$ cat config.mk
export PLATFORM = sky130hd
export DESIGN_NAME = card_config_registers
export DESIGN_NICKNAME = d
export VERILOG_FILES = /design/src/rtl/card_cfg_pkg.sv /design/src/rtl/card_config_registers.sv /design/src/rtl/irq_shaper.sv /design/src/rtl/taskfile_decode.sv
export SDC_FILE = /design/constraint.sdc
export NUM_CORES = 1
export LEC_CHECK = 0
export ABC_AREA = 1
export CELL_PAD_IN_SITES_DETAIL_PLACEMENT = 1
export CELL_PAD_IN_SITES_GLOBAL_PLACEMENT = 2
export CORE_ASPECT_RATIO = 1.5
export CORE_MARGIN = 8
export CORE_UTILIZATION = 35
export CTS_CLUSTER_DIAMETER = 150
export DETAILED_ROUTE_END_ITERATION = 8
export DONT_BUFFER_PORTS = 1
export PLACE_DENSITY = 0.81
export SYNTH_ARGS = -nofsm -noshare
export SYNTH_HDL_FRONTEND = slang
export SYNTH_HIERARCHICAL = 1
export SYNTH_SLANG_ARGS = --single-unit
$ cat constraint.sdc
create_clock -name core_clk -period 1.8 [get_ports core_clk]
set_input_delay 0.09 -clock core_clk [delete_from_list [all_inputs] [get_ports core_clk]]
set_output_delay 0.09 -clock core_clk [all_outputs]
set_load 0.01 [all_outputs]
$ cat src/rtl/card_cfg_pkg.sv
// shared constants and types for the card configuration registers
package card_cfg_pkg;

  // attribute offsets of the configuration registers
  localparam logic [10:0] OPTION_OFFSET = 11'h200;
  localparam logic [10:0] STATUS_OFFSET = 11'h202;
  localparam logic [10:0] PINREPL_OFFSET = 11'h204;

  // option register fields
  localparam int OPT_CARD_SOFT_RESET_BIT = 7;
  localparam int OPT_LEVEL_BIT = 6;
  localparam int OPT_MODE_MSB = 5;

  // status and pin replacement fields
  localparam int STS_CHANGED_BIT = 7;
  localparam int STS_STATUS_CHANGE_ENABLE_BIT = 6;
  localparam int STS_IO8_BIT = 5;
  localparam int STS_PWD_BIT = 2;
  localparam int STS_IRQ_PENDING_BIT = 1;
  localparam int PIN_RDY_CHG_BIT = 5;
  localparam int PIN_RDY_BIT = 1;
  localparam logic [7:0] REG_RESET = 8'h00;

  // mode select codes
  localparam logic [5:0] MODE_MEMORY = 6'h00;
  localparam logic [5:0] MODE_CONTIG = 6'h01;
  localparam logic [5:0] MODE_PRIMARY = 6'h02;
  localparam logic [5:0] MODE_SECONDARY = 6'h03;

  // task file decode
  localparam int MEM_HIGH_BIT = 10;
  localparam int MEM_WINDOW_BYTES = 2048;
  localparam logic [9:0] PRI_TF_BASE = 10'h1f0;
  localparam logic [9:0] PRI_CTL_BASE = 10'h3f6;
  localparam logic [9:0] SEC_TF_BASE = 10'h170;
  localparam logic [9:0] SEC_CTL_BASE = 10'h376;
  localparam logic [2:0] TF_EVEN_PREFIX = 3'h4;
  localparam logic [2:0] TF_CTL_PREFIX = 3'h7;

  // interrupt
  localparam logic [3:0] IRQ_LINE_DISK = 4'he;
  localparam int PULSE_NS = 500;
  localparam int CLK_PERIOD_NS = 25;
  localparam int PULSE_CYCLES = (PULSE_NS + CLK_PERIOD_NS - 1) / CLK_PERIOD_NS;
  localparam int PULSE_CNT_W = 5;

  typedef struct packed {
    logic reg_n;
    logic ce1_n;
    logic oe_n;
    logic we_n;
    logic iord_n;
    logic iowr_n;
    logic [10:0] addr;
    logic [7:0] wdata;
  } host_bus_t;

  typedef struct packed {
    logic card_soft_reset;
    logic level_irq_select;
    logic [OPT_MODE_MSB:0] mode;
  } option_t;

  typedef enum logic [1:0] {
    IRQ_IDLE = 2'b00,
    IRQ_PULSE = 2'b01,
    IRQ_DONE = 2'b11
  } irq_state_t;

endpackage

$ cat src/rtl/card_config_registers.sv
// configuration option and status registers of the storage card
//
// What this block does
// - registers unreachable in IDE compatible mode
// - soft reset bit holds card in reset
// - level select: zero pulse, one level
// - resets force mode field to zero
// - mode zero: memory mapped task file
// - mode one: four address lines, 8/16 bit
// - mode two: primary disk addresses
// - mode three: secondary disk addresses
// - registers at 200, 202, 204
// - changed flag mirrors ready change latch
// - io mode: flag and enable drive pin low
// - io mode: enable zero keeps pin high
// - power down bit: one sleeps, zero wakes
// - pending bit shows internal request
// - pending reads zero while interrupts disabled
// - shared request, pulse and level supported
// - disk modes use only line fourteen
// - memory mode maps 2048 bytes at zero
// - only indices zero to three valid
// - card never asks for wait states
// - output enable low at power up: IDE
// - ready state change sets change latch
`timescale 1ns/10ps
module card_config_registers (
  // clock and reset
  input wire logic core_clk,
  input wire logic rst,
  // socket pins
  input wire card_cfg_pkg::host_bus_t host_bus,
  output logic [7:0] data_out,
  output logic data_oe,
  output logic status_change_n,
  output logic ireq_n_out,
  output logic ireq_oe,
  output logic wait_n,
  // card core status
  input wire logic ready_busy_state,
  input wire logic irq_request,
  input wire logic irq_disable_bit,
  // card core control
  output logic core_held_in_reset,
  output logic sleep_request,
  output logic eight_bit_io_only,
  output logic ide_mode,
  output logic [3:0] irq_line,
  // task file selects
  output logic taskfile_hit,
  output logic taskfile_write,
  output logic [3:0] taskfile_offset
);

  card_cfg_pkg::option_t option;
  logic strap_done;
  logic we_prev;
  logic ready_prev;
  logic status_changed_flag;
  logic status_change_enable;
  logic power_down_request;
  logic irq_pending;
  logic attr_sel;
  logic attr_wr;
  logic attr_rd;
  logic wr_option;
  logic wr_status;
  logic wr_pinrepl;
  logic rdy_edge;
  logic io_mode;
  logic disk_mode;
  logic [7:0] next_rdata;

  // strap caught once after power-on reset
  always_ff @(posedge core_clk or posedge rst)
  begin
    if (rst)
    begin
      strap_done <= 1'b0;
      ide_mode <= 1'b0;
    end
    else if (!strap_done)
    begin
      strap_done <= 1'b1;
      ide_mode <= !host_bus.oe_n;
    end
  end

  // attribute access is off in IDE mode
  assign attr_sel = strap_done && !ide_mode && !host_bus.reg_n && !host_bus.ce1_n;
  assign attr_wr = attr_sel && !host_bus.we_n && we_prev;
  assign attr_rd = attr_sel && !host_bus.oe_n;
  assign wr_option = attr_wr && host_bus.addr == card_cfg_pkg::OPTION_OFFSET;
  assign wr_status = attr_wr && host_bus.addr == card_cfg_pkg::STATUS_OFFSET;
  assign wr_pinrepl = attr_wr && host_bus.addr == card_cfg_pkg::PINREPL_OFFSET;
  // no edge until the history holds a real sample
  assign rdy_edge = strap_done && (ready_busy_state != ready_prev);
  assign io_mode = !ide_mode && option.mode != card_cfg_pkg::MODE_MEMORY
    && option.mode <= card_cfg_pkg::MODE_SECONDARY;
  assign disk_mode = io_mode && option.mode != card_cfg_pkg::MODE_CONTIG;
  assign irq_pending = irq_request && !irq_disable_bit;

  // write strobe edge detect and ready history
  always_ff @(posedge core_clk or posedge rst)
  begin
    if (rst)
    begin
      we_prev <= 1'b1;
      ready_prev <= 1'b0;
    end
    else
    begin
      we_prev <= host_bus.we_n;
      ready_prev <= ready_busy_state;
    end
  end

  // option register
  always_ff @(posedge core_clk or posedge rst)
  begin
    if (rst)
      option <= card_cfg_pkg::REG_RESET;
    else if (wr_option)
    begin
      option.card_soft_reset <= host_bus.wdata[card_cfg_pkg::OPT_CARD_SOFT_RESET_BIT];
      if (host_bus.wdata[card_cfg_pkg::OPT_CARD_SOFT_RESET_BIT])
      begin
        option.level_irq_select <= 1'b0;
        option.mode <= card_cfg_pkg::MODE_MEMORY;
      end
      else
      begin
        option.level_irq_select <= host_bus.wdata[card_cfg_pkg::OPT_LEVEL_BIT];
        option.mode <= host_bus.wdata[card_cfg_pkg::OPT_MODE_MSB:0];
      end
    end
  end

  // host fields of the status register, cleared by soft reset
  always_ff @(posedge core_clk or posedge rst)
  begin
    if (rst)
    begin
      status_change_enable <= 1'b0;
      eight_bit_io_only <= 1'b0;
      power_down_request <= 1'b0;
    end
    else if (option.card_soft_reset)
    begin
      status_change_enable <= 1'b0;
      eight_bit_io_only <= 1'b0;
      power_down_request <= 1'b0;
    end
    else if (wr_status)
    begin
      status_change_enable <= host_bus.wdata[card_cfg_pkg::STS_STATUS_CHANGE_ENABLE_BIT];
      eight_bit_io_only <= host_bus.wdata[card_cfg_pkg::STS_IO8_BIT];
      power_down_request <= host_bus.wdata[card_cfg_pkg::STS_PWD_BIT];
    end
  end

  // ready change latch, set wins over clear
  always_ff @(posedge core_clk or posedge rst)
  begin
    if (rst)
      status_changed_flag <= 1'b0;
    else if (rdy_edge)
      status_changed_flag <= 1'b1;
    else if (option.card_soft_reset)
      status_changed_flag <= 1'b0;
    else if (wr_pinrepl)
      status_changed_flag <= host_bus.wdata[card_cfg_pkg::PIN_RDY_CHG_BIT];
  end

  // read data
  always_comb
  begin
    next_rdata = 8'h00;
    if (host_bus.addr == card_cfg_pkg::OPTION_OFFSET)
      next_rdata = option;
    else if (host_bus.addr == card_cfg_pkg::STATUS_OFFSET)
    begin
      next_rdata[card_cfg_pkg::STS_CHANGED_BIT] = status_changed_flag;
      next_rdata[card_cfg_pkg::STS_STATUS_CHANGE_ENABLE_BIT] = status_change_enable;
      next_rdata[card_cfg_pkg::STS_IO8_BIT] = eight_bit_io_only;
      next_rdata[card_cfg_pkg::STS_PWD_BIT] = power_down_request;
      next_rdata[card_cfg_pkg::STS_IRQ_PENDING_BIT] = irq_pending;
    end
    else if (host_bus.addr == card_cfg_pkg::PINREPL_OFFSET)
    begin
      next_rdata[card_cfg_pkg::PIN_RDY_CHG_BIT] = status_changed_flag;
      next_rdata[card_cfg_pkg::PIN_RDY_BIT] = ready_busy_state;
    end
  end

  always_ff @(posedge core_clk or posedge rst)
  begin
    if (rst)
    begin
      data_out <= 8'h00;
      data_oe <= 1'b0;
    end
    else
    begin
      data_out <= attr_rd ? next_rdata : 8'h00;
      data_oe <= attr_rd;
    end
  end

  // pins and core controls
  always_ff @(posedge core_clk or posedge rst)
  begin
    if (rst)
    begin
      status_change_n <= 1'b1;
      wait_n <= 1'b1;
      core_held_in_reset <= 1'b1;
      sleep_request <= 1'b0;
      irq_line <= 4'h0;
    end
    else
    begin
      status_change_n <= !(io_mode && status_changed_flag && status_change_enable);
      wait_n <= 1'b1;
      core_held_in_reset <= option.card_soft_reset;
      sleep_request <= power_down_request;
      irq_line <= disk_mode ? card_cfg_pkg::IRQ_LINE_DISK : 4'h0;
    end
  end

  taskfile_decode u_decode (
    .core_clk(core_clk),
    .rst(rst),
    .enable(strap_done && !ide_mode && !option.card_soft_reset),
    .mode(option.mode),
    .host_bus(host_bus),
    .taskfile_hit(taskfile_hit),
    .taskfile_write(taskfile_write),
    .taskfile_offset(taskfile_offset)
  );

  irq_shaper u_irq (
    .core_clk(core_clk),
    .rst(rst),
    .io_mode(io_mode),
    .level_irq_select(option.level_irq_select),
    .irq_pending(irq_pending),
    .ready_busy_state(ready_busy_state),
    .ireq_n_out(ireq_n_out),
    .ireq_oe(ireq_oe)
  );
endmodule

$ cat src/rtl/irq_shaper.sv
// interrupt pin shaping: pulse or level, shared drive
`timescale 1ns/10ps
module irq_shaper (
  // clock and reset
  input wire logic core_clk,
  input wire logic rst,
  // control
  input wire logic io_mode,
  input wire logic level_irq_select,
  input wire logic irq_pending,
  input wire logic ready_busy_state,
  // pin
  output logic ireq_n_out,
  output logic ireq_oe
);

  card_cfg_pkg::irq_state_t state;
  logic [card_cfg_pkg::PULSE_CNT_W-1:0] cnt;
  logic assert_now;
  logic [card_cfg_pkg::PULSE_CNT_W:0] oe_run;

  always_ff @(posedge core_clk or posedge rst)
  begin
    if (rst)
    begin
      state <= card_cfg_pkg::IRQ_IDLE;
      cnt <= '0;
    end
    else
    begin
      case (state)
        card_cfg_pkg::IRQ_IDLE:
          if (irq_pending && io_mode && !level_irq_select)
          begin
            state <= card_cfg_pkg::IRQ_PULSE;
            cnt <= card_cfg_pkg::PULSE_CNT_W'(card_cfg_pkg::PULSE_CYCLES - 1);
          end
        card_cfg_pkg::IRQ_PULSE:
          if (cnt == '0)
            state <= card_cfg_pkg::IRQ_DONE;
          else
            cnt <= cnt - 1'b1;
        card_cfg_pkg::IRQ_DONE:
          if (!irq_pending)
            state <= card_cfg_pkg::IRQ_IDLE;
        default:
          state <= card_cfg_pkg::IRQ_IDLE;
      endcase
    end
  end

  // level follows pending, pulse follows the timer
  assign assert_now = level_irq_select ? irq_pending : (state == card_cfg_pkg::IRQ_PULSE);

  always_ff @(posedge core_clk or posedge rst)
  begin
    if (rst)
    begin
      ireq_n_out <= 1'b1;
      ireq_oe <= 1'b0;
    end
    else if (io_mode)
    begin
      // drive only while asserting, so the line can be shared
      ireq_n_out <= 1'b0;
      ireq_oe <= assert_now;
    end
    else
    begin
      ireq_n_out <= ready_busy_state;
      ireq_oe <= 1'b1;
    end
  end

  // length of the current driven pulse, for the width check
  always_ff @(posedge core_clk or posedge rst)
  begin
    if (rst)
      oe_run <= '0;
    else if (io_mode && !level_irq_select && ireq_oe)
      oe_run <= oe_run + 1'b1;
    else
      oe_run <= '0;
  end
endmodule

$ cat src/rtl/taskfile_decode.sv
// task file address decode for the four mapping modes
`timescale 1ns/10ps
module taskfile_decode (
  // clock and reset
  input wire logic core_clk,
  input wire logic rst,
  // configuration
  input wire logic enable,
  input wire logic [5:0] mode,
  input wire card_cfg_pkg::host_bus_t host_bus,
  // decode result
  output logic taskfile_hit,
  output logic taskfile_write,
  output logic [3:0] taskfile_offset
);

  logic mem_cyc;
  logic io_cyc;
  logic next_hit;
  logic [3:0] next_off;

  // disk style decode: returns {hit, offset}
  function automatic logic [4:0] disk_decode(input logic [10:0] a, input logic [9:0] tf, input logic [9:0] ctl);
    logic [4:0] r;
    r = 5'h00;
    if ({a[9:3], 3'h0} == tf)
      r = {1'b1, 1'b0, a[2:0]};
    else if ({a[9:1], 1'b0} == ctl)
      r = {1'b1, card_cfg_pkg::TF_CTL_PREFIX, a[0]};
    return r;
  endfunction

  assign mem_cyc = host_bus.reg_n && !host_bus.ce1_n && (!host_bus.oe_n || !host_bus.we_n);
  assign io_cyc = !host_bus.reg_n && !host_bus.ce1_n && (!host_bus.iord_n || !host_bus.iowr_n);

  always_comb
  begin
    next_hit = 1'b0;
    next_off = 4'h0;
    if (enable)
    begin
      case (mode)
        card_cfg_pkg::MODE_MEMORY:
        begin
          // whole 11-bit window from card address zero
          if (mem_cyc)
          begin
            next_hit = 1'b1;
            next_off = host_bus.addr[card_cfg_pkg::MEM_HIGH_BIT] ?
              {card_cfg_pkg::TF_EVEN_PREFIX, host_bus.addr[0]} : host_bus.addr[3:0];
          end
        end
        card_cfg_pkg::MODE_CONTIG:
        begin
          next_hit = io_cyc;
          next_off = host_bus.addr[3:0];
        end
        card_cfg_pkg::MODE_PRIMARY:
          {next_hit, next_off} = io_cyc ? disk_decode(host_bus.addr, card_cfg_pkg::PRI_TF_BASE,
            card_cfg_pkg::PRI_CTL_BASE) : 5'h00;
        card_cfg_pkg::MODE_SECONDARY:
          {next_hit, next_off} = io_cyc ? disk_decode(host_bus.addr, card_cfg_pkg::SEC_TF_BASE,
            card_cfg_pkg::SEC_CTL_BASE) : 5'h00;
        default:
          next_hit = 1'b0;
      endcase
    end
  end

  always_ff @(posedge core_clk or posedge rst)
  begin
    if (rst)
    begin
      taskfile_hit <= 1'b0;
      taskfile_write <= 1'b0;
      taskfile_offset <= 4'h0;
    end
    else
    begin
      taskfile_hit <= next_hit;
      taskfile_write <= next_hit && (!host_bus.we_n || !host_bus.iowr_n);
      taskfile_offset <= next_off;
    end
  end
endmodule
Word-level counts from Yosys, hierarchy flattened
Cells that the tools add are included.
- reductions and logical operators: 47
- $lt $le $gt $ge: 1
- equal/unequal tests: 18
- multiplexer cells: 45
- add/sub/neg operators: 1
- operator list (cell ; count):
    5-bit two-way mux ; 8
    11-bit by 10-bit == test with 1-bit output (second input constant) ; 3
    1-bit logical AND ; 24
    1-bit two-way mux ; 20
    9-bit == test (second input constant) ; 2
    4-bit two-way mux ; 4
    4-bit case mux with 4 select lines ; 1
    7-bit by 6-bit == test with 1-bit output (second input constant) ; 2
    6-bit by 2-bit == test with 1-bit output (second input constant) ; 2
    2-bit two-way mux ; 6
    1-bit zero test ; 11
    5-bit case mux with 2 select lines ; 1
    8-bit two-way mux ; 1
    7-bit two-way mux ; 1
    6-bit by 1-bit == test with 1-bit output (second input constant) ; 1
    6-bit by 2-bit less-or-equal comparator with 1-bit output (second input constant) ; 1
    6-bit zero test ; 1
    6-bit by 1-bit != test with 1-bit output (second input constant) ; 1
    2-bit case mux with 3 select lines ; 1
    3-bit AND reduction ; 2
    6-bit nonzero test ; 1
    5-bit zero test ; 1
    5-bit by 1-bit subtractor with 5-bit output (second input constant) ; 1
    2-bit by 1-bit != test with 1-bit output (second input constant) ; 2
    other kinds (10) ; 14
- word-level logic and storage cells: 136
- output and inout port bits: 27
- bits in registers: 47
- bits of input ports: 30

Depth between registers and ports, before layout
Gate-level depths: netlist of run 1.
- word-level depth: 10
- gate-level depth with buffers: 9

Cells and area by module
Netlist of run 1, hierarchy kept.
- by module, submodules not included (module ; cells each ; instances ; area each (sq um)):
    card_config_registers ; 155 ; 1 ; 1325.0
    taskfile_decode ; 103 ; 1 ; 649.4
    irq_shaper ; 58 ; 1 ; 471.7

Worst setup path before layout of run 1
OpenSTA, ideal clock, no wires.
- kind: register to register
- start point: reg ide_mode
- end point: reg u_irq/cnt[1] in the netlist's numbering
- required time: 1683 ps
- arrival: 1318 ps
- path slack: 365 ps
- stages on the path, launching flop included: 7
- path through: dfrtp_1 nor3_1 nand2_1 a21oi_1 nand4_2 nand3_1 nand2_1
- longest elaborated chain between the ends: 7
- RTL lines (element ; line ; text):
    from (decl) ; card_config_registers.sv:47 ; output logic ide_mode,
    from (signal assigned) ; card_config_registers.sv:85 ; ide_mode <= !host_bus.oe_n;
    1-bit zero test ; card_config_registers.sv:98 ; assign io_mode = !ide_mode && option.mode != card_cfg_pkg::MODE_MEMORY
    1-bit logical AND ; card_config_registers.sv:98 ;
    1-bit logical AND ; card_config_registers.sv:99 ; && option.mode <= card_cfg_pkg::MODE_SECONDARY;
    named net io_mode ; card_config_registers.sv:70 ; logic io_mode;
    1-bit logical AND (2 in a row) ; irq_shaper.sv:33 ; if (irq_pending && io_mode && !level_irq_select)
    2-bit by 1-bit != test with 1-bit output (no line) ; - ;
    3-bit AND reduction (no line) ; - ;
    to (signal assigned) ; irq_shaper.sv:36 ; cnt <= card_cfg_pkg::PULSE_CNT_W'(card_cfg_pkg::PULSE_CYCLES - 1);
    to (signal assigned) ; irq_shaper.sv:42 ; cnt <= cnt - 1'b1;
    to (decl) ; irq_shaper.sv:18 ; logic [card_cfg_pkg::PULSE_CNT_W-1:0] cnt;
The timed path passes the listed nets, and every way through them passes these cells.
A chain may end at the register's enable or synchronous reset.

Worst setup path in the final report of run 1
- start point: reg ide_mode
- end point: reg option[4] (netlist name)
- longest elaborated chain between the ends: 7
- RTL lines (element ; line ; text):
    1-bit zero test ; card_config_registers.sv:90 ; assign attr_sel = strap_done && !ide_mode && !host_bus.reg_n && !host_bus.ce1_n;
    1-bit logical AND (3 in a row) ; card_config_registers.sv:90 ;
    1-bit logical AND (2 in a row) ; card_config_registers.sv:91 ; assign attr_wr = attr_sel && !host_bus.we_n && we_prev;
    1-bit logical AND ; card_config_registers.sv:93 ; assign wr_option = attr_wr && host_bus.addr == card_cfg_pkg::OPTION_OFFSET;
No other way between the ends.

==> results of run 1 <==
## area by class of cell
cell class / instances / share of cell area [%]
clock buffer: 5 / 2.46
clock inverter: 3 / 1.66
inverter: 45 / 6.05
multi-input combinational: 224 / 41.0
sequential: 44 / 39.6
tap: 78 / 3.49
timing repair buffer: 17 / 5.73
## what timing repair did
action / in CTS / in global routing
buffers inserted: 0 / 0
hold endpoints to repair: 61 / 0
gates resized for setup: 0 / 0
hold buffers: 13 / 0
## cell usage after synthesis
| cell | number | area, sq um |
|---|---|---|
| sky130_fd_sc_hd__nand4_2 | 1 | 12.5 |
| sky130_fd_sc_hd__a31oi_1 | 1 | 6.26 |
| sky130_fd_sc_hd__nand2_1 | 75 | 282 |
| sky130_fd_sc_hd__conb_1 | 2 | 7.51 |
| sky130_fd_sc_hd__nand3_1 | 39 | 195 |
| sky130_fd_sc_hd__buf_4 | 4 | 30.0 |
| sky130_fd_sc_hd__nand4_1 | 4 | 25.0 |
| sky130_fd_sc_hd__nand3_2 | 6 | 60.1 |
| sky130_fd_sc_hd__nand2_4 | 3 | 33.8 |
| sky130_fd_sc_hd__inv_1 | 40 | 150 |
| sky130_fd_sc_hd__nand2_2 | 9 | 56.3 |
| sky130_fd_sc_hd__nor2_8 | 2 | 40.0 |
| sky130_fd_sc_hd__a21oi_1 | 9 | 45.0 |
| sky130_fd_sc_hd__ha_1 | 1 | 12.5 |
| sky130_fd_sc_hd__nor2_1 | 44 | 165 |
| sky130_fd_sc_hd__nor3_1 | 5 | 25.0 |
| sky130_fd_sc_hd__inv_2 | 5 | 18.8 |
| sky130_fd_sc_hd__dfrtp_1 | 40 | 1000 |
| sky130_fd_sc_hd__dfstp_2 | 4 | 105 |
| sky130_fd_sc_hd__xor2_1 | 1 | 8.76 |
| sky130_fd_sc_hd__o2111ai_1 | 1 | 8.76 |
| sky130_fd_sc_hd__o21ai_0 | 3 | 15.0 |
| sky130_fd_sc_hd__nand3b_1 | 1 | 7.51 |
| sky130_fd_sc_hd__nor2_2 | 9 | 56.3 |
| sky130_fd_sc_hd__nor2_4 | 7 | 78.8 |
## worst paths after layout
| check | from | endpoint | slack (ns) |
|---|---|---|---|
| worst max-delay path | ide_mode | option[4] | 0.24 |
| worst min register to register | power_down_request | sleep_request | 0.42 |
| worst min-delay path | host_bus[19] | u_decode/taskfile_write | 0.01 |
| max in group asynchronous | rst | core_held_in_reset | 1.13 |
| worst max register to register | ide_mode | option[4] | 0.24 |
| min in group asynchronous | rst | u_decode/taskfile_offset[0] | 0.20 |
## cells by family (layout without fill, tap and decap cells)
| group | Yosys count | after routing | share of synthesized area [%] |
|---|---|---|---|
| other cells | 2 | 3 | 0.307 |
| fa+ha+maj | 1 | 1 | 0.511 |
| xor+xnor | 1 | 1 | 0.358 |
| buf+inv | 49 | 70 | 8.13 |
| simple gates | 205 | 205 | 42.4 |
| flops | 44 | 44 | 45.2 |
| compound gates | 14 | 14 | 3.07 |
## sequential cells by signal (all words and copies together) (netlist names), 2 cells and up
register                  flops
option                        8
u_irq/state                   2
u_decode/taskfile_offset      4
u_irq/cnt                     5
data_out                      8
## power groups by stage
| stage | Clock, mW | Sequential, mW | Combinational [mW] |
|---|---|---|---|
| finish | 0.767 | 1.01 | 0.142 |
| global route | 0.835 | 1.01 | 0.161 |
| CTS | 0.807 | 1.01 | 0.145 |
| detailed placement | 0 | 1.03 | 0.115 |
| global placement | 0 | 1.03 | 0.113 |
| floorplan | 0 | 1.03 | 0.0869 |
## layout by cell type (no fill, tap or decap), types with 6 or more instances in the layout
master,n
sky130_fd_sc_hd__nor2_2,9
sky130_fd_sc_hd__dfrtp_1,40
sky130_fd_sc_hd__a21oi_1,9
sky130_fd_sc_hd__nor2_4,7
sky130_fd_sc_hd__nor2_1,44
sky130_fd_sc_hd__nand3_2,6
sky130_fd_sc_hd__nand2_1,75
sky130_fd_sc_hd__inv_1,40
sky130_fd_sc_hd__nand2_2,9
sky130_fd_sc_hd__dlygate4sd3_1,13
sky130_fd_sc_hd__nand3_1,39
## critical path, cell delays in order, from the launching register on
cell and delay [ns]:
sky130_fd_sc_hd__dfrtp_1 0.40, sky130_fd_sc_hd__buf_4 0.17, sky130_fd_sc_hd__nor2_2 0.15, sky130_fd_sc_hd__nand3_2 0.10
sky130_fd_sc_hd__nor2_4 0.20, sky130_fd_sc_hd__nand2_4 0.15, sky130_fd_sc_hd__nor2_8 0.17, sky130_fd_sc_hd__nand2_1 0.09
sky130_fd_sc_hd__nand2_1 0.07
## routing by layer
metal / routed length [microns] / part of all wire (%)
met1: 2540 / 38
met4: 195 / 2.9
met3: 361 / 5.3
met5: 0 / 0
met2: 3660 / 54
==> flow_summary.rst, run 1 <==
.. list-table::
   :header-rows: 1

   * - Metric
     - Value
   * - Placer's final routability congestion estimate
     - 0.816
   * - Path depth of the worst reg2reg path
     - 8
   * - Initial antenna violation count
     - 0
   * - Hold Vio Cnt, Final
     - 0
   * - GR Layer Usage met2
     - 25.5%
   * - Average size of a mapped cell
     - 7.74 sq um
   * - Clock group share of total power
     - 40.0%
   * - GRT Resource Usage Total
     - 14.1%
   * - TritonCTS sink count
     - 44
   * - Chip height
     - 118 microns
   * - Layout fillers
     - 858
   * - Area enclosed by the die boundary
     - 9980 sq um
   * - Total congestion overflow
     - 0
   * - Die X
     - 84.3 microns
   * - Root Buffer
     - sky130_fd_sc_hd__clkbuf_8
   * - CTS tree
     - built
   * - Vias in the first global route
     - 2347
   * - Via count
     - 2088
   * - Total clock buffers created by CTS
     - 5
   * - Cell count after placement
     - 395
   * - Post-route fraction of the period consumed by the critical path
     - 86.8%
   * - CORE AREA
     - 6810 sq um
   * - Post-place instance area
     - 2550 sq um
   * - Seq/Total Area, Yosys
     - 45.2%
   * - Effective utilization at floorplan
     - 35.9%
   * - Number of nets with antenna violations after routing
     - 0
   * - Pwr dens
     - 686 nW/um^2
   * - Final design instance area without fill
     - 2790 sq um
   * - Result of the run
     - finished, final reports clean
   * - Global-route wire length before repair
     - 11400 microns
   * - Startpoint types
     - register
   * - Post-synth cell types
     - 25
   * - Internal power component
     - 1.47 mW
   * - Area used by multi-input combinational logic
     - 1140 sq um
   * - Insertion delay of the later-clocked pin in the worst-skew pair
     - 0.30 ns
   * - Total power
     - 1.92 mW
   * - H-Tree Depth
     - 2
   * - VDD IR-drop max
     - 293 uV
   * - Worst EP arrival
     - 1.81 ns
   * - Critical Path Fanout Max
     - 9
   * - Pin count of the biggest net entering global routing
     - 30
   * - Flops & latches, synth
     - 44
   * - Share of power burned in registers
     - 52.5%
   * - Net switching component of the power
     - 449 uW
   * - Ratio of cells with drive above 1 in the final layout
     - 17.2%
   * - Final-stage net count
     - 368
   * - Number of standard cells in the layout, taps in and fillers out
     - 416
   * - Site Rows
     - 37
   * - Worst hold margin
     - 0.0109 ns
   * - Number of top-level pins
     - 57
   * - IO Port Bufs
     - 0
   * - Net Sw Frac
     - 23.4%
   * - Static Leakage
     - 1.42 nW
   * - Clock transition at the registers of the reported paths
     - 0.09 ns
   * - Instance count along the most critical hold path
     - 3
   * - Fmax
     - 640 MHz
   * - Dpl hpwl
     - 5340 microns
   * - Sequential standard cell area
     - 1110 sq um
   * - Max cap viols
     - 0
   * - Post-synthesis instance area
     - 2450 sq um
   * - Post-route setup slack
     - 0.238 ns
   * - M1 GR Usage
     - 14.5%
   * - Final period demand of the worst path
     - 1.56 ns
   * - Fraction of met3 tracks used by global routing
     - 3.51%
   * - Placement Setup Slack
     - 0.228 ns
   * - Critical Path End Type
     - register
   * - Post-Route WL
     - 6760 microns
   * - Setup tns final
     - 0 ns
   * - Kind of path behind the tightest hold check
     - in -> reg
   * - Total of endpoints with negative setup slack in the final report
     - 0
   * - Utilization of the core after routing
     - 41.0%
   * - DRC violation count after routing
     - 0
   * - Routed via count divided by cell count
     - 5.02
   * - Required time of the critical path
     - 2.05 ns
   * - Total of warnings raised by yosys
     - 6
   * - Count of mapped cells out of synthesis
     - 316
   * - Post-detailed-route wirelength per cell
     - 16.3 microns
   * - Kind of critical path
     - reg -> reg
   * - Setup repair after global routing missed its margin
     - no
   * - GR peak layer
     - met2
   * - Diode insertion count for antenna repair
     - 0
   * - Number of slew-limit violations in the final report
     - 0
   * - Final clock skew
     - 0.0102 ns
   * - Number of iterations in the first detailed-routing pass
     - 4
   * - Maximum number of buffers from clock root to sink
     - 2
   * - Drt initial violations
     - 142
   * - Proportion of power drawn by combinational gates
     - 7.4%
   * - Area growth from synthesis to layout
     - 14.2%
Power figures use the tool's default switching activity.
==> run 2: changes to the inputs <==
==> constraint.sdc (replaced) <==
create_clock -name core_clk -period 1.8 [get_ports core_clk]
set_input_delay 0.09 -clock core_clk [delete_from_list [all_inputs] [get_ports core_clk]]
set_output_delay 0.09 -clock core_clk [all_outputs]
set_load 0.05 [all_outputs]
==> run 2 against run 1 <==
Sequential cell count unchanged. Worst hold slack better by 0.0050 ns. Via count fell by 1.1%. Utilization grew 0.17 points. Critical path type unchanged.
==> flow_summary.rst, run 2 (synthesis results as in run 1) <==
.. list-table::
   :header-rows: 1

   * - Metric
     - Value
   * - Root Buffer
     - sky130_fd_sc_hd__clkbuf_8
   * - Most common cell on crit path
     - sky130_fd_sc_hd__nand2_1
   * - Max cap viols
     - 0
   * - Critical Path Fanout Max
     - 5
   * - Number of slew-limit violations in the final report
     - 0
   * - Biggest registers after layout
     - data_out (8), option (8), u_irq/cnt (5)
   * - Clock transition at the registers of the reported paths
     - 0.09 ns
   * - Pin count of the biggest net entering global routing
     - 30
   * - Standard cell with the maximum stage delay on the critical path
     - sky130_fd_sc_hd__dfrtp_1
   * - Utilization of the core after routing
     - 41.2%
   * - Number of top-level pins
     - 57
   * - CORE AREA
     - 6810 sq um
   * - Drt initial violations
     - 58
   * - Final-stage net count
     - 370
   * - Post-detailed-route wirelength per cell
     - 16.2 microns
   * - Diode insertion count for antenna repair
     - 0
   * - Worst EP arrival
     - 1.75 ns
   * - Critical Path End Type
     - register
   * - Setup tns final
     - 0 ns
   * - Slowest cell delay on critical path
     - 0.44 ns
   * - H-Tree Depth
     - 2
   * - Placer's final routability congestion estimate
     - 0.817
   * - Maximum number of buffers from clock root to sink
     - 2
   * - IO Port Bufs
     - 0
   * - Fmax
     - 640 MHz
   * - Final period demand of the worst path
     - 1.56 ns
   * - Top layer reached by signal wires
     - met4
   * - Result of the run
     - finished, final reports clean
   * - Total of endpoints with negative setup slack in the final report
     - 0
   * - Global-route wire length before repair
     - 11100 microns
   * - Static Leakage
     - 1.43 nW
   * - Chip height
     - 118 microns
   * - Met3 wire len
     - 324 microns
   * - Total congestion overflow
     - 0
   * - Number of iterations in the first detailed-routing pass
     - 4
   * - Post-route fraction of the period consumed by the critical path
     - 86.8%
   * - Total clock buffers created by CTS
     - 5
   * - Kind of critical path
     - reg -> reg
   * - Dpl hpwl
     - 5370 microns
   * - TritonCTS sink count
     - 44
   * - Count of buffering cells on the critical path with inverters included
     - 0
   * - Commonest cells after routing, fill and taps aside
     - 75 x sky130_fd_sc_hd__nand2_1, 44 x sky130_fd_sc_hd__nor2_1, 40 x sky130_fd_sc_hd__inv_1, 40 x sky130_fd_sc_hd__dfrtp_1, 39 x sky130_fd_sc_hd__nand3_1
   * - Routed via count divided by cell count
     - 4.94
   * - Area growth from synthesis to layout
     - 14.6%
   * - VDD IR-drop max
     - 480 uV
   * - Wire length on met2
     - 3730 microns
   * - Setup repair after global routing missed its margin
     - no
   * - Insertion delay of the later-clocked pin in the worst-skew pair
     - 0.29 ns
   * - Layout fillers
     - 837
   * - Via count
     - 2064
   * - Final clock skew
     - 0.00338 ns
   * - Startpoint types
     - register
   * - Kind of path behind the tightest hold check
     - in -> reg
   * - Total power
     - 1.92 mW
   * - Die X
     - 84.3 microns
   * - Worst reg2reg setup slack
     - 0.24 ns
   * - Number of nets with antenna violations after routing
     - 0
   * - CTS Hold Bufs
     - 13
   * - Post-CTS resize count
     - 0
   * - Effective utilization at floorplan
     - 35.9%
   * - Ratio of cells with drive above 1 in the final layout
     - 17.6%
   * - Required time of the critical path
     - 1.99 ns
   * - Met1 Wirelength
     - 2580 microns
   * - Count of buffers added by post-CTS timing repair for setup
     - 0
   * - Ordered cell list for the critical path
     - nor3_1, nand2_1, a21oi_1, nand4_2, nand3_1, nand2_1
   * - Post-Route WL
     - 6770 microns
   * - Site Rows
     - 37
   * - Pwr dens
     - 686 nW/um^2
   * - DRC violation count after routing
     - 0
   * - Critical path's top delay family
     - simple AND/OR/NAND/NOR gates
   * - Area enclosed by the die boundary
     - 9980 sq um
   * - Initial antenna violation count
     - 0
   * - GRT Resource Usage Total
     - 13.8%
   * - CTS tree
     - built
   * - Leading cell type in the layout, fill and taps excluded
     - sky130_fd_sc_hd__nand2_1
   * - Hold Vio Cnt, Final
     - 0
   * - Vias in the first global route
     - 2291
==> run 2: path summary, 6_finish.rpt <==
path,start,to,cells after the start
worst max-delay path,option[4],u_irq/cnt[3],6
worst max register to register,option[4],u_irq/cnt[3],6
worst min-delay path,ready_busy_state,status_changed_flag,3
min in group asynchronous,rst,u_decode/taskfile_offset[3],2
max in group asynchronous,rst,core_held_in_reset,3
worst min register to register,power_down_request,sleep_request,0
==> run 2: where the power goes <==
group	switching [mW]	internal, mW	total [mW]	leakage, nW
clock	0.348	0.411	0.759	0.0541
combinational	0.103	0.0503	0.153	0.811
sequential	0.0131	0.999	1.01	0.566
==> run 2: final cells by class <==
| class | instances | area (sq um) | area share [%] |
|---|---|---|---|
| multi-input cells | 224 | 1140 | 40.8 |
| clock inverters | 3 | 42.5 | 1.52 |
| well taps | 78 | 97.6 | 3.48 |
| flip-flops and latches | 44 | 1110 | 39.4 |
| clock buffers | 5 | 68.8 | 2.45 |
| repair buffers | 19 | 175 | 6.25 |
| inverters | 45 | 169 | 6.02 |
==> run 2: worst register-to-register path, cell delays in order (launching register included) <==
cell                      delay, ns
sky130_fd_sc_hd__dfrtp_1       0.44
sky130_fd_sc_hd__nor3_1        0.24
sky130_fd_sc_hd__nand2_1       0.10
sky130_fd_sc_hd__a21oi_1       0.27
sky130_fd_sc_hd__nand4_2       0.23
sky130_fd_sc_hd__nand3_1       0.14
sky130_fd_sc_hd__nand2_1       0.06
==> run 2: metal layers <==
metal  vias to the layer above  global-route usage, %
li1                       1026                      -
met1                       984                   14.1
met2                        45                   25.9
met3                         9                   3.09
met4                         0                   5.42
met5                         -                      0
==> run 2: per-stage QoR <==
step / hold slack (ns) / instances / setup WS, ns / area, sq um
final: 0.0159 / 418 / 0.238 / 2800
after CTS: 0.00365 / 418 / 0.195 / 2800
after global placement: -0.108 / 397 / 0.246 / 2560
after detailed placement: -0.0908 / 397 / 0.214 / 2560
after floorplan: -0.119 / 317 / 0.154 / 2450
after global routing: 0.0288 / 418 / 0.0605 / 2800
